$ cat src/fiov_pkg.sv
/*
 * Package for the FIFO interrupt overview block: register offsets, field
 * positions, reset values and AXI4-Lite response codes.
 * Assumes a 32-bit AXI4-Lite register bus with byte addresses.
 */
package fiov_pkg;

   localparam int          ADDR_WIDTH           = 8;
   localparam int          NUM_FIFOS            = 16;
   localparam int          NUM_BLOCKS           = 4;
   localparam int          FIFOS_PER_BLOCK      = 4;

   localparam logic [7:0]  OFFS_OVERVIEW        = 8'h10;
   localparam logic [7:0]  OFFS_BLOCK0_STATUS   = 8'h20;
   localparam logic [7:0]  OFFS_BLOCK1_STATUS   = 8'h24;
   localparam logic [7:0]  OFFS_BLOCK2_STATUS   = 8'h28;
   localparam logic [7:0]  OFFS_BLOCK3_STATUS   = 8'h2C;
   localparam logic [7:0]  OFFS_MASK            = 8'h30;

   localparam int          POS_BLOCK0_PENDING   = 0;
   localparam int          POS_BLOCK1_PENDING   = 1;
   localparam int          POS_BLOCK2_PENDING   = 2;
   localparam int          POS_BLOCK3_PENDING   = 3;

   localparam logic [3:0]  RESET_OVERVIEW       = 4'h0;
   localparam logic [3:0]  RESET_MASK           = 4'h0;

   localparam logic [1:0]  RESP_OKAY            = 2'h0;
   localparam logic [1:0]  RESP_SLVERR          = 2'h2;

   typedef enum logic [1:0] {
      FIOV_ST_IDLE = 2'b01,
      FIOV_ST_RESP = 2'b10
   } fiov_state_type;

endpackage

$ cat src/fiov_block_or.sv
/*
 * Reduces the pending flags of one FIFO block (transmit and receive FIFOs)
 * into a single block summary bit.
 * Assumes pending flags are levels on core_clk held by the FIFO logic.
 */
module fiov_block_or (
   input  wire logic [3:0] tx_pending,
   input  wire logic [3:0] rx_pending,
   output logic            block_pending
);

   assign block_pending = |{tx_pending, rx_pending};

endmodule

$ cat src/fiov_top.sv
/*
 * FIFO interrupt overview register with AXI4-Lite slave, per-block FIFO
 * status registers, block mask register and masked interrupt output.
 * Register words: overview at 0x10, bits 3:0, one summary bit per FIFO
 * block; block status at 0x20, 0x24, 0x28 and 0x2C, bits 3:0 for the
 * transmit FIFOs and bits 7:4 for the receive FIFOs of that block; mask
 * at 0x30, bits 3:0, the only writable word. Upper bits read as zero.
 * Unmapped offsets and writes to read-only words answer SLVERR.
 * Assumes per-FIFO pending flags come from logic on core_clk and are
 * cleared by that logic, never by reads of this block.
 * Assumes srst is synchronous to core_clk, and that the bus master holds
 * each valid and its payload until the matching ready.
 * Assumes wstrb bit 0 qualifies the mask byte; without it a mask write
 * answers OKAY and leaves the mask alone.
 */
// Local design decision: the AXI4-Lite interface to the registers.
// Notes on behaviour
// - An overview bit reads one while any condition of its block is pending.
// - A pending block drives the interrupt output only when its mask bit is one.
// - Reading the overview register clears nothing anywhere.
// - Bit 0 is the OR of transmit and receive FIFOs 0 to 3.
// - Bit 1 is the OR of transmit and receive FIFOs 4 to 7.
// - Bit 2 is the OR of transmit and receive FIFOs 8 to 11.
// - Bit 3 is the OR of transmit and receive FIFOs 12 to 15.
// - Each block has its own status register naming which FIFO is pending.
// - All four overview bits read zero while srst is high.
module fiov_top (
   input  wire logic        core_clk,
   input  wire logic        srst,
   input  wire logic [15:0] tx_fifo_pending,
   input  wire logic [15:0] rx_fifo_pending,
   output logic             irq_out,
   input  wire logic [7:0]  s_axi_awaddr,
   input  wire logic        s_axi_awvalid,
   output logic             s_axi_awready,
   input  wire logic [31:0] s_axi_wdata,
   input  wire logic [3:0]  s_axi_wstrb,
   input  wire logic        s_axi_wvalid,
   output logic             s_axi_wready,
   output logic [1:0]       s_axi_bresp,
   output logic             s_axi_bvalid,
   input  wire logic        s_axi_bready,
   input  wire logic [7:0]  s_axi_araddr,
   input  wire logic        s_axi_arvalid,
   output logic             s_axi_arready,
   output logic [31:0]      s_axi_rdata,
   output logic [1:0]       s_axi_rresp,
   output logic             s_axi_rvalid,
   input  wire logic        s_axi_rready
);

   logic [3:0]                  block_raw;
   logic [3:0]                  overview;
   logic [3:0]                  mask_reg;
   logic                        irq_reg;
   logic                        aw_held_reg;
   logic                        w_held_reg;
   logic [7:0]                  awaddr_reg;
   logic [31:0]                 wdata_reg;
   logic [3:0]                  wstrb_reg;
   logic [1:0]                  bresp_reg;
   logic                        bvalid_reg;
   logic [31:0]                 rdata_reg;
   logic [1:0]                  rresp_reg;
   fiov_pkg::fiov_state_type    rd_state_reg;
   logic                        wr_fire;
   logic                        rd_fire;
   logic [31:0]                 rd_word;
   logic                        rd_hit;
   logic [3:0]                  irq_masked;
   logic                        wr_to_mask;

   function automatic logic [7:0] fiov_block_status(input logic [15:0] tx,
                                                    input logic [15:0] rx,
                                                    input int          blk);
      logic [7:0] v;
      v = {rx[blk*4 +: 4], tx[blk*4 +: 4]};
      return v;
   endfunction

   // Decoders shared by the write path and both answer channels.
   function automatic logic fiov_is_mask(input logic [7:0] addr);
      return addr == fiov_pkg::OFFS_MASK;
   endfunction

   function automatic logic [1:0] fiov_resp(input logic hit);
      return hit ? fiov_pkg::RESP_OKAY : fiov_pkg::RESP_SLVERR;
   endfunction

   genvar g;
   generate
      for (g = 0; g < fiov_pkg::NUM_BLOCKS; g++) begin : gen_blk
         fiov_block_or u_or (
            .tx_pending    (tx_fifo_pending[g*4 +: 4]),
            .rx_pending    (rx_fifo_pending[g*4 +: 4]),
            .block_pending (block_raw[g])
         );
      end
   endgenerate

   // Overview bits are pure combinational ORs, forced to zero in reset.
   always_comb begin
      overview                                  = fiov_pkg::RESET_OVERVIEW;
      if (!srst) begin
         overview[fiov_pkg::POS_BLOCK0_PENDING] = block_raw[0];
         overview[fiov_pkg::POS_BLOCK1_PENDING] = block_raw[1];
         overview[fiov_pkg::POS_BLOCK2_PENDING] = block_raw[2];
         overview[fiov_pkg::POS_BLOCK3_PENDING] = block_raw[3];
      end
   end

   // Masked interrupt output, registered.
   assign irq_masked = overview & mask_reg;
   always_ff @(posedge core_clk) begin
      if (srst) begin
         irq_reg <= 1'b0;
      end else begin
         irq_reg <= |irq_masked;
      end
   end
   assign irq_out = irq_reg;

   // Write channel capture: address and data accepted in either order.
   assign s_axi_awready = !aw_held_reg && !bvalid_reg;
   assign s_axi_wready  = !w_held_reg && !bvalid_reg;
   assign wr_fire       = aw_held_reg && w_held_reg && !bvalid_reg;
   assign wr_to_mask    = wr_fire && fiov_is_mask(awaddr_reg);

   always_ff @(posedge core_clk) begin
      if (srst) begin
         aw_held_reg <= 1'b0;
         awaddr_reg  <= 8'h00;
      end else if (s_axi_awvalid && s_axi_awready) begin
         aw_held_reg <= 1'b1;
         awaddr_reg  <= s_axi_awaddr;
      end else if (wr_fire) begin
         aw_held_reg <= 1'b0;
      end
   end

   always_ff @(posedge core_clk) begin
      if (srst) begin
         w_held_reg <= 1'b0;
         wdata_reg  <= 32'h0000_0000;
         wstrb_reg  <= 4'h0;
      end else if (s_axi_wvalid && s_axi_wready) begin
         w_held_reg <= 1'b1;
         wdata_reg  <= s_axi_wdata;
         wstrb_reg  <= s_axi_wstrb;
      end else if (wr_fire) begin
         w_held_reg <= 1'b0;
      end
   end

   // Mask register is the only writable register.
   always_ff @(posedge core_clk) begin
      if (srst) begin
         mask_reg <= fiov_pkg::RESET_MASK;
      end else if (wr_to_mask && wstrb_reg[0]) begin
         mask_reg <= wdata_reg[3:0];
      end
   end

   always_ff @(posedge core_clk) begin
      if (srst) begin
         bvalid_reg <= 1'b0;
         bresp_reg  <= fiov_pkg::RESP_OKAY;
      end else if (wr_fire) begin
         bvalid_reg <= 1'b1;
         bresp_reg  <= fiov_resp(fiov_is_mask(awaddr_reg));
      end else if (s_axi_bready) begin
         bvalid_reg <= 1'b0;
      end
   end
   assign s_axi_bvalid = bvalid_reg;
   assign s_axi_bresp  = bresp_reg;

   // Read decode; reads only sample state and clear nothing.
   always_comb begin
      rd_word = 32'h0000_0000;
      rd_hit  = 1'b1;
      case (s_axi_araddr)
         fiov_pkg::OFFS_OVERVIEW:      rd_word[3:0] = overview;
         fiov_pkg::OFFS_BLOCK0_STATUS: rd_word[7:0] = fiov_block_status(tx_fifo_pending, rx_fifo_pending, 0);
         fiov_pkg::OFFS_BLOCK1_STATUS: rd_word[7:0] = fiov_block_status(tx_fifo_pending, rx_fifo_pending, 1);
         fiov_pkg::OFFS_BLOCK2_STATUS: rd_word[7:0] = fiov_block_status(tx_fifo_pending, rx_fifo_pending, 2);
         fiov_pkg::OFFS_BLOCK3_STATUS: rd_word[7:0] = fiov_block_status(tx_fifo_pending, rx_fifo_pending, 3);
         fiov_pkg::OFFS_MASK:          rd_word[3:0] = mask_reg;
         default:                      rd_hit       = 1'b0;
      endcase
   end

   assign s_axi_arready = (rd_state_reg == fiov_pkg::FIOV_ST_IDLE);
   assign rd_fire       = s_axi_arvalid && s_axi_arready;

   always_ff @(posedge core_clk) begin
      if (srst) begin
         rd_state_reg <= fiov_pkg::FIOV_ST_IDLE;
         rdata_reg    <= 32'h0000_0000;
         rresp_reg    <= fiov_pkg::RESP_OKAY;
      end else begin
         case (rd_state_reg)
            fiov_pkg::FIOV_ST_IDLE: begin
               if (rd_fire) begin
                  rd_state_reg <= fiov_pkg::FIOV_ST_RESP;
                  rdata_reg    <= rd_word;
                  rresp_reg    <= fiov_resp(rd_hit);
               end
            end
            fiov_pkg::FIOV_ST_RESP: begin
               if (s_axi_rready) begin
                  rd_state_reg <= fiov_pkg::FIOV_ST_IDLE;
               end
            end
            default: begin
               rd_state_reg <= fiov_pkg::FIOV_ST_IDLE;
            end
         endcase
      end
   end
   assign s_axi_rvalid = (rd_state_reg == fiov_pkg::FIOV_ST_RESP);
   assign s_axi_rdata  = rdata_reg;
   assign s_axi_rresp  = rresp_reg;

endmodule

$ cat config.mk
export PLATFORM = sky130hd
export DESIGN_NAME = fiov_top
export DESIGN_NICKNAME = d
export VERILOG_FILES = /design/src/fiov_pkg.sv /design/src/fiov_block_or.sv /design/src/fiov_top.sv
export SDC_FILE = /design/constraint.sdc
export NUM_CORES = 1
export LEC_CHECK = 0
export BUFFER_PORTS_ARGS = -buffer_cell sky130_fd_sc_hd__buf_4
export CAP_MARGIN = 20
export CORE_ASPECT_RATIO = 2
export CORE_UTILIZATION = 46
export CTS_BUF_LIST = sky130_fd_sc_hd__clkbuf_8
export CTS_CLUSTER_DIAMETER = 200
export DETAILED_ROUTE_END_ITERATION = 12
export PLACE_DENSITY = 0.95
export SYNTH_ARGS = -nofsm -noshare
export SYNTH_HDL_FRONTEND = slang
export SYNTH_HIERARCHICAL = 1
export SYNTH_SLANG_ARGS = --single-unit
$ cat constraint.sdc
create_clock -name core_clk -period 3.6 [get_ports core_clk]
set_clock_uncertainty 0.1 [all_clocks]
set_input_delay 0.18 -clock core_clk [delete_from_list [all_inputs] [get_ports core_clk]]
set_output_delay 0.18 -clock core_clk [all_outputs]
set_load 0.05 [all_outputs]
==> results.md, run 1 <==
- Status: complete, no violations
- Initial core utilization: 48.3%
- Residual DRC count: 0
- Reg2Reg Launch Point: awaddr_reg[5]$_SDFFE_PP0P_
- Clk_lat worst skew: 280 ps
- Synth top area share: approximately a third
- Initial DRC Count: 41
- CP Capture Type: register
- Bufs and invs on worst path: 0
- Synth Instances: approximately 220
- Die Y-Extent: ~90 um
- Setup TNS: 0 ps
- Die Area: 4350 sq um
- # setup viols final: 0
- Clock Path Buffers: 2
- Synth Area in Compound Gates: 15.7%
- Buffers on Ports: 75
- Worst setup margin: 1940 ps
- Largest family of logic cells by synthesized area: simple AND/OR/NAND/NOR gates
- Top-count cell post-synth: dfxtp_1
- Fmax achieved: 0.602 GHz
- Root cell of the clock tree: clkbuf_8
- First-pass GRT wire length: 6980 um
- Initial antenna violation count: 0
- Cell variety after synth: 33
- Kind of critical path: register to register
- DR vias: 1,737
- Clock sink count: 33
- Mapped cell area: 1880 sq um
- Maximum fanout along the worst path: 4
- Slew Limit Fails: 0
- Pre-CTS setup slack: roughly 1900 ps
- Seq. cell area: between 600 and 700 sq um
- Hold Crit Endpoint: wdata_reg[2]$_SDFFE_PP0P_
- CP cell instances: nor4bb_1 -> nand4_1 -> mux2i_1 -> nor2_1
- Post-synth EDFFs: 0
- Peak supply drop: between 0.0003 and 0.0004 V
- Post-CTS Hold Buffers: 0
- Die width: 47.2 um
- Minimum clock period: 1660 ps
- CTS tree: built
- Ant. Diodes: 0
- Setup crit start kind: register
- Post-Synth XOR/XNOR Area: 0%
- Post-synthesis register bit count: 33
- Area leader, netlist: dfxtp_1
- Placed Cells: 331
- Critical Path RT: ~3700 ps
- Final Cell Area: 2440 sq um
- Syn-to-layout area delta: 30.1%
- Core area: between 3000 and 4000 sq um
- Clk slew on worst S/H paths: 60 ps
- Worst Path Arrival: 1710 ps
- Crit-path max cell delay: between 400 and 500 ps
- Core Rows: 32
- Total gr overflow: 0
- Top post-synthesis cells by count: 33 x dfxtp_1, 29 x nand2_1, 27 x buf_4
- CTS resizes: 0
- Hold Crit Start: s_axi_wdata[2]
- DR pass1 iterations: 4
- Async SR Flop Fraction: 0%
- Vias in the first global route: 1,687
- Pin count of the biggest net entering global routing: 37
- Fin crit share: ~46%
- RSZ-0062 raised after global routing: false
- Hold WC Path Type: input port to register
- HPWL Detailed: ~3800 um
- Avg Vias per Cell: 5.14
- Worst R2R Setup Slack: 1940 ps
- Synth Flop Type: dfxtp_1
- Final Instance Count excl. Fillers: between 300 and 400
- Synth area leaders: dfxtp_1 35%, buf_4 11%, nand2_1 5.8%
- Placement Cell Area: between 2000 and 2500 sq um
- Fillers: 329
- Avg WL per Cell: 14.2 um
- Max-Cap Viols: 0
- CTS Buf Count: 5
- I/O pins: 133
- Avg Cell Area, Syn: between 8 and 9 sq um
- R2R depth: 4
- Sequential area share after synthesis: approximately a third
- P_leak: 1.07 nW
- Syn. warnings: 6
- Critical-path top delay cell: nor4bb_1
- H-tree depth: 2
- Delay-heaviest family, CP: simple AND/OR/NAND/NOR gates
- Layout cell share with drive strength beyond 1: 34.5%
- Routed WL: 4790 um
- Power Density: 367 nW/um^2
- Worst R2R End: mask_reg[2]$_SDFFE_PP0P_
- Area of the multi-input gates: 1060 sq um
- Routability cong.: 0.804
- Final hold violations: 0
- Multiplexer area fraction after synthesis: 11.4%
- Post-synthesis adder-cell area fraction: 0%
- Total GRT Usage: 22.6%
- Final #Nets: around 380
- Post CTS Setup Buffer Count: 0
- Simple-Gate Fraction of Synth Area: 24.1%
- Hold Path Depth: 3
- Final antenna-violating net count: 0
## cell type report
type	count	share of cell area (%)
tap	51	2.61
clock buffer	6	3.38
inverter	2	0.308
sequential	33	27.1
timing repair buffer	75	23.1
multi-input combinational	170	43.4
clock inverter	1	0.154
## tightest hold or removal path: cells and delay by family
family	cells	cell delay, ps
mux	1	50
buf+inv	1	80
simple gates	1	70
## through the flow
stage          hold WS [ps]  util (%)  power, W
2_1_floorplan           216         -  0.000574
3_3_place_gp            314      60.6  0.000627
3_5_place_dp            329      60.6  0.000631
4_1_cts                38.1      62.9  0.000905
5_1_grt                51.9      62.9  0.000942
6_report               43.6      62.9  0.000896
## cells by family after synthesis
group | Yosys count
and+or+nand+nor | 82
AOI/OAI and AO/OA | 45
buffers and inverters | 37
DFF | 33
muxes | 17
other | 1
## power by group
part / leakage (nW) / total (W) / switching [W] / internal (W)
combinational: 0.749 / 0.000233 / 0.000149 / 0.0000841
sequential: 0.269 / 0.000391 / 0.00000988 / 0.000381
clock: 0.0485 / 0.000271 / 0.000123 / 0.000149
total: 1.07 / 0.000896 / 0.000282 / 0.000614
## worst max-delay path by stage
stage                               start                         to  slack (ps)  cells after the start
5_1_grt        awaddr_reg[5]$_SDFFE_PP0P_   mask_reg[3]$_SDFFE_PP0P_        1790                      4
6_report       awaddr_reg[5]$_SDFFE_PP0P_   mask_reg[2]$_SDFFE_PP0P_        1940                      4
3_5_place_dp   awaddr_reg[5]$_SDFFE_PP0P_   mask_reg[2]$_SDFFE_PP0P_        1920                      4
3_3_place_gp   awaddr_reg[5]$_SDFFE_PP0P_   mask_reg[2]$_SDFFE_PP0P_        2000                      4
2_1_floorplan   s_axi_bvalid$_SDFFE_PP0P_  wdata_reg[0]$_SDFFE_PP0P_        1500                      5
4_1_cts        awaddr_reg[5]$_SDFFE_PP0P_   mask_reg[2]$_SDFFE_PP0P_        1910                      4
## cell usage in the layout, fill, tap and decap left out, types with 4 or more instances in the layout
master and instances:
a21o_1 6, a21oi_1 17, a21oi_2 4, a22oi_1 7
a2bb2oi_1 4, and2_2 4, buf_4 75, clkbuf_8 6
conb_1 26, dfxtp_1 33, mux2_2 5, mux2i_1 9
nand2_1 29, nand2b_1 5, nor2_1 15, nor3b_1 5
nor4_1 10, o21ai_0 5
## per-layer routing
metal | wire length (um) | part of all wire, % | up-vias | track usage [%]
met5 | 0 | 0 | - | 0
met4 | 149 | 3.1 | 0 | 12.4
met3 | 223 | 4.7 | 11 | 3.12
met2 | 2840 | 59 | 92 | 46.1
met1 | 1570 | 33 | 783 | 17.0
li1 | - | - | 851 | -
Note: power is estimated with default switching activity, not from simulation.
==> run 2, diff against run 1 <==
--- a/config.mk
+++ b/config.mk
@@ -5,14 +5,15 @@
 export SDC_FILE = /design/constraint.sdc
 export NUM_CORES = 1
 export LEC_CHECK = 0
+export ABC_AREA = 1
 export BUFFER_PORTS_ARGS = -buffer_cell sky130_fd_sc_hd__buf_4
 export CAP_MARGIN = 20
 export CORE_ASPECT_RATIO = 2
-export CORE_UTILIZATION = 46
+export CORE_UTILIZATION = 40
 export CTS_BUF_LIST = sky130_fd_sc_hd__clkbuf_8
 export CTS_CLUSTER_DIAMETER = 200
 export DETAILED_ROUTE_END_ITERATION = 12
-export PLACE_DENSITY = 0.95
+export PLACE_DENSITY = 0.88
 export SYNTH_ARGS = -nofsm -noshare
 export SYNTH_HDL_FRONTEND = slang
 export SYNTH_HIERARCHICAL = 1
==> constraint.sdc (replaced) <==
create_clock -name core_clk -period 1.5 [get_ports core_clk]
set_clock_uncertainty 0.1 [all_clocks]
set_input_delay 0.075 -clock core_clk [delete_from_list [all_inputs] [get_ports core_clk]]
set_output_delay 0.075 -clock core_clk [all_outputs]
set_load 0.05 [all_outputs]
==> run 2 against run 1 <==
  * Count of clock-buffer cells in the layout down 1
  * Hold slack better by 32 ps
  * Via count is 36% higher
  * Core utilization decreased by 5.2 points
  * Sequential cell count is the same
  * Register-to-register slack worse by 1900 ps
  * Wire length up 17%
==> results.md, run 2 <==
- Status: complete, no violations (unchanged)
- Sequential area share after synthesis: 30.9% (was 35.2%)
- Power Density: 779 nW/um^2 (was 367 nW/um^2)
- Bufs and invs on worst path: 1 (was 0)
- Power Internal: 0.00150 W (was 0.000614 W)
- Placed Cells: 477 (was 331)
- Crit-path max cell delay: 550 ps (was 440 ps)
- Synth area leaders: dfxtp_1 31%, nand2_1 13%, nor2_1 11% (was dfxtp_1 35%, buf_4 11%, nand2_1 5.8%)
- NetSw: 0.000811 W (was 0.000282 W)
- Most frequent cells in the layout: 79 x buf_4, 71 x nand2_1, 59 x nor2_1 (was 75 x buf_4, 33 x dfxtp_1, 29 x nand2_1)
- Switching part of the total power: 35.1% (was 31.5%)
- Fmax achieved: 0.681 GHz (was 0.602 GHz)
- Buffers on Ports: 75 (unchanged)
- Clock Path Buffers: 2 (unchanged)
- Initial antenna violation count: 0 (unchanged)
- Mapped cell area: 2140 sq um (was 1880 sq um)
- P_leak: 1.63 nW (was 1.07 nW)
- CP Capture Type: register (unchanged)
- Clk_lat worst skew: 280 ps (about the same)
- Initial DRC Count: 54 (was 41)
- Async SR Flop Fraction: 0% (unchanged)
- Synth Flop Type: dfxtp_1 (unchanged)
- Sequential share of power: 41.9% (was 43.7%)
- Setup crit start kind: register (unchanged)
- WHS: 75.7 ps (was 43.6 ps)
- Peak supply drop: 0.000724 V (was 0.000335 V)
- HPWL Detailed: 4310 um (was 3840 um)
- I/O pins: 133 (unchanged)
- Area of the multi-input gates: 1150 sq um (was 1060 sq um)
- Synth Instances: 348 (was 215)
- Max-Cap Viols: 0 (unchanged)
- Post-synthesis register bit count: 33 (unchanged)
- Core Rows: 37 (was 32)
- CTS tree: built (unchanged)
- Cell variety after synth: 26 (was 33)
- Post-synthesis adder-cell area fraction: 0% (unchanged)
- DR pass1 iterations: 4 (unchanged)
- Fillers: 474 (was 329)
- Avg Cell Area, Syn: 6.14 sq um (was 8.73 sq um)
- Clk slew on worst S/H paths: 70 ps (was 60 ps)
- Placement Cell Area: 2690 sq um (was 2350 sq um)
- Simple-Gate Fraction of Synth Area: 37.7% (was 24.1%)
- Synth top area share: 30.9% (was 35.2%)
- Routability cong.: 0.923 (was 0.804)
- Worst Path Arrival: 1590 ps (was 1710 ps)
- Maximum fanout along the worst path: 6 (was 4)
- Top-count cell post-synth: nand2_1 (was dfxtp_1)
- Pin count of the biggest net entering global routing: 31 (was 37)
- Die Area: 5650 sq um (was 4350 sq um)
- Root cell of the clock tree: clkbuf_8 (unchanged)
- Kind of critical path: register to register (unchanged)
- First-pass GRT wire length: 8910 um (was 6980 um)
- Area leader, netlist: dfxtp_1 (unchanged)
- Clock sink count: 33 (unchanged)
- Final #Nets: 534 (was 378)
- Largest family of logic cells by synthesized area: simple AND/OR/NAND/NOR gates (unchanged)
- Delay-heaviest family, CP: buffers and inverters (was simple AND/OR/NAND/NOR gates)
- Core area: 5140 sq um (was 3880 sq um)
- Die Y-Extent: 105 um (was 92.3 um)
- Post-layout util: 57.6% (was 62.9%)
- Post-Synth XOR/XNOR Area: 0% (unchanged)
- Combinational share of power: 30.0% (was 26.1%)
- Avg Vias per Cell: 4.72 (was 5.14)
- Synth Area in Compound Gates: 9.96% (was 15.7%)
- Final Cell Area: 2960 sq um (was 2440 sq um)
- DR vias: 2,368 (was 1,737)
- Vias in the first global route: 2,197 (was 1,687)
- # setup viols final: 0 (unchanged)
- Critical Path RT: 1620 ps (was 3650 ps)
- Total gr overflow: 0 (unchanged)
- Post-synth EDFFs: 0 (unchanged)
- Clk pwr share: 28.1% (was 30.3%)
- Syn. warnings: 6 (unchanged)
- Ant. Diodes: 0 (unchanged)
- Minimum clock period: 1470 ps (was 1660 ps)
- Layout cell share with drive strength beyond 1: 25.2% (was 34.5%)
- Syn-to-layout area delta: 38.7% (was 30.1%)
- Seq. cell area: 664 sq um (was 661 sq um)
- Top post-synthesis cells by count: 72 x nand2_1, 61 x nor2_1, 50 x inv_1 (was 33 x dfxtp_1, 29 x nand2_1, 27 x buf_4)
- Avg WL per Cell: 11.2 um (was 14.2 um)
- CP cell instances: nor2_2 -> nand2_2 -> a21oi_2 -> dlygate4sd3_1 (was nor4bb_1 -> nand4_1 -> mux2i_1 -> nor2_1)
- Final hold violations: 0 (unchanged)
- Hold WC Path Type: input port to register (unchanged)
- CTS Buf Count: 5 (unchanged)
- Final Instance Count excl. Fillers: 502 (was 338)
- Fin crit share: 98.0% (was 46.1%)
- Critical-path top delay cell: dlygate4sd3_1 (was nor4bb_1)
- Total GRT Usage: 21.3% (was 22.6%)
- Slew Limit Fails: 0 (unchanged)
- Die width: 53.7 um (was 47.2 um)
- Residual DRC count: 0 (unchanged)
- Routed WL: 5610 um (was 4790 um)
- Final antenna-violating net count: 0 (unchanged)
- Commonest non-fill, non-tap cell in the layout: buf_4 (unchanged)
- Multiplexer area fraction after synthesis: 0% (was 11.4%)
- H-tree depth: 2 (unchanged)
- Initial core utilization: 41.6% (was 48.3%)
-- run 2: changes by cell type in the layout (fill, tap and decap cells not counted), moves of 6 or more --
cell,change
inv_1,+47
mux2i_1,-9
nor2_1,+44
dlygate4sd3_1,+17
a21oi_1,-6
a21o_1,-6
nand2_1,+42
o21ai_0,+13
nor4_1,-10
nand3_1,+32
a22oi_1,-7
-- run 2: area by class of cell --
cell class | count | area share [%]
inverters | 55 | 7.01
flip-flops and latches | 33 | 22.4
multi-input cells | 251 | 38.7
clock inverters | 3 | 0.591
well taps | 58 | 2.45
repair buffers | 97 | 26.4
clock buffers | 5 | 2.32
-- run 2: per-stage QoR --
stage,power (W),setup WS [ps],setup TNS (ps)
CTS,0.00232,49.0,0
finish,0.00231,30.7,0
global route,0.00244,-3.71,-3.71
floorplan,0.00146,20.7,0
detailed placement,0.00164,110,0
global placement,0.00163,146,0
-- run 2: worst register-to-register path, stage by stage, from the launching register on --
cell	delay [ps]
dfxtp_4	380
nor2_2	150
nand2_2	110
a21oi_2	130
dlygate4sd3_1	550
-- run 2: cell families (layout without fill, tap and decap cells) --
logic type	count (synthesis)	in the layout
and+or+nand+nor	186	186
AOI/OAI and AO/OA	39	39
buffers and inverters	89	160
DFF	33	33
other	1	26
-- run 2: worst paths after layout --
kind | start | end | slack (ps) | depth (start not counted)
setup / recovery | s_axi_bvalid$_SDFFE_PP0P_ | s_axi_bvalid$_SDFFE_PP0P_ | 30 | 4
hold / removal | tx_fifo_pending[1] | s_axi_rdata[1]$_SDFFE_PP0P_ | 80 | 5
setup reg to reg | s_axi_bvalid$_SDFFE_PP0P_ | s_axi_bvalid$_SDFFE_PP0P_ | 30 | 4
hold reg to reg | s_axi_rdata[4]$_SDFFE_PP0P_ | s_axi_rdata[4]$_SDFFE_PP0P_ | 370 | 2
-- run 2: routing by layer --
layer	GRT usage, %	share of wire, %	up-vias
met4	15.0	5.6	0
met2	38.6	55	117
met3	4.18	5.2	25
li1	-	-	1207
met5	0	0	-
met1	18.9	34	1019
-- run 2: timing repair --
action | 4_1_cts | 5_1_grt
hold buffers | 17 | 0
gates resized for setup | 0 | 4
setup endpoints to repair | 0 | 5
endpoints found under the hold margin | 23 | 0
buffers inserted | 0 | 0
-- run 2: power by group through the flow --
stage	Combinational, W	Sequential, W	Clock [W]
4_1_cts	0.000687	0.000966	0.000671
2_1_floorplan	0.000434	0.00103	0
5_1_grt	0.000746	0.000973	0.000716
6_report	0.000693	0.000966	0.000649
3_3_place_gp	0.000643	0.000984	0
3_5_place_dp	0.000651	0.000986	0
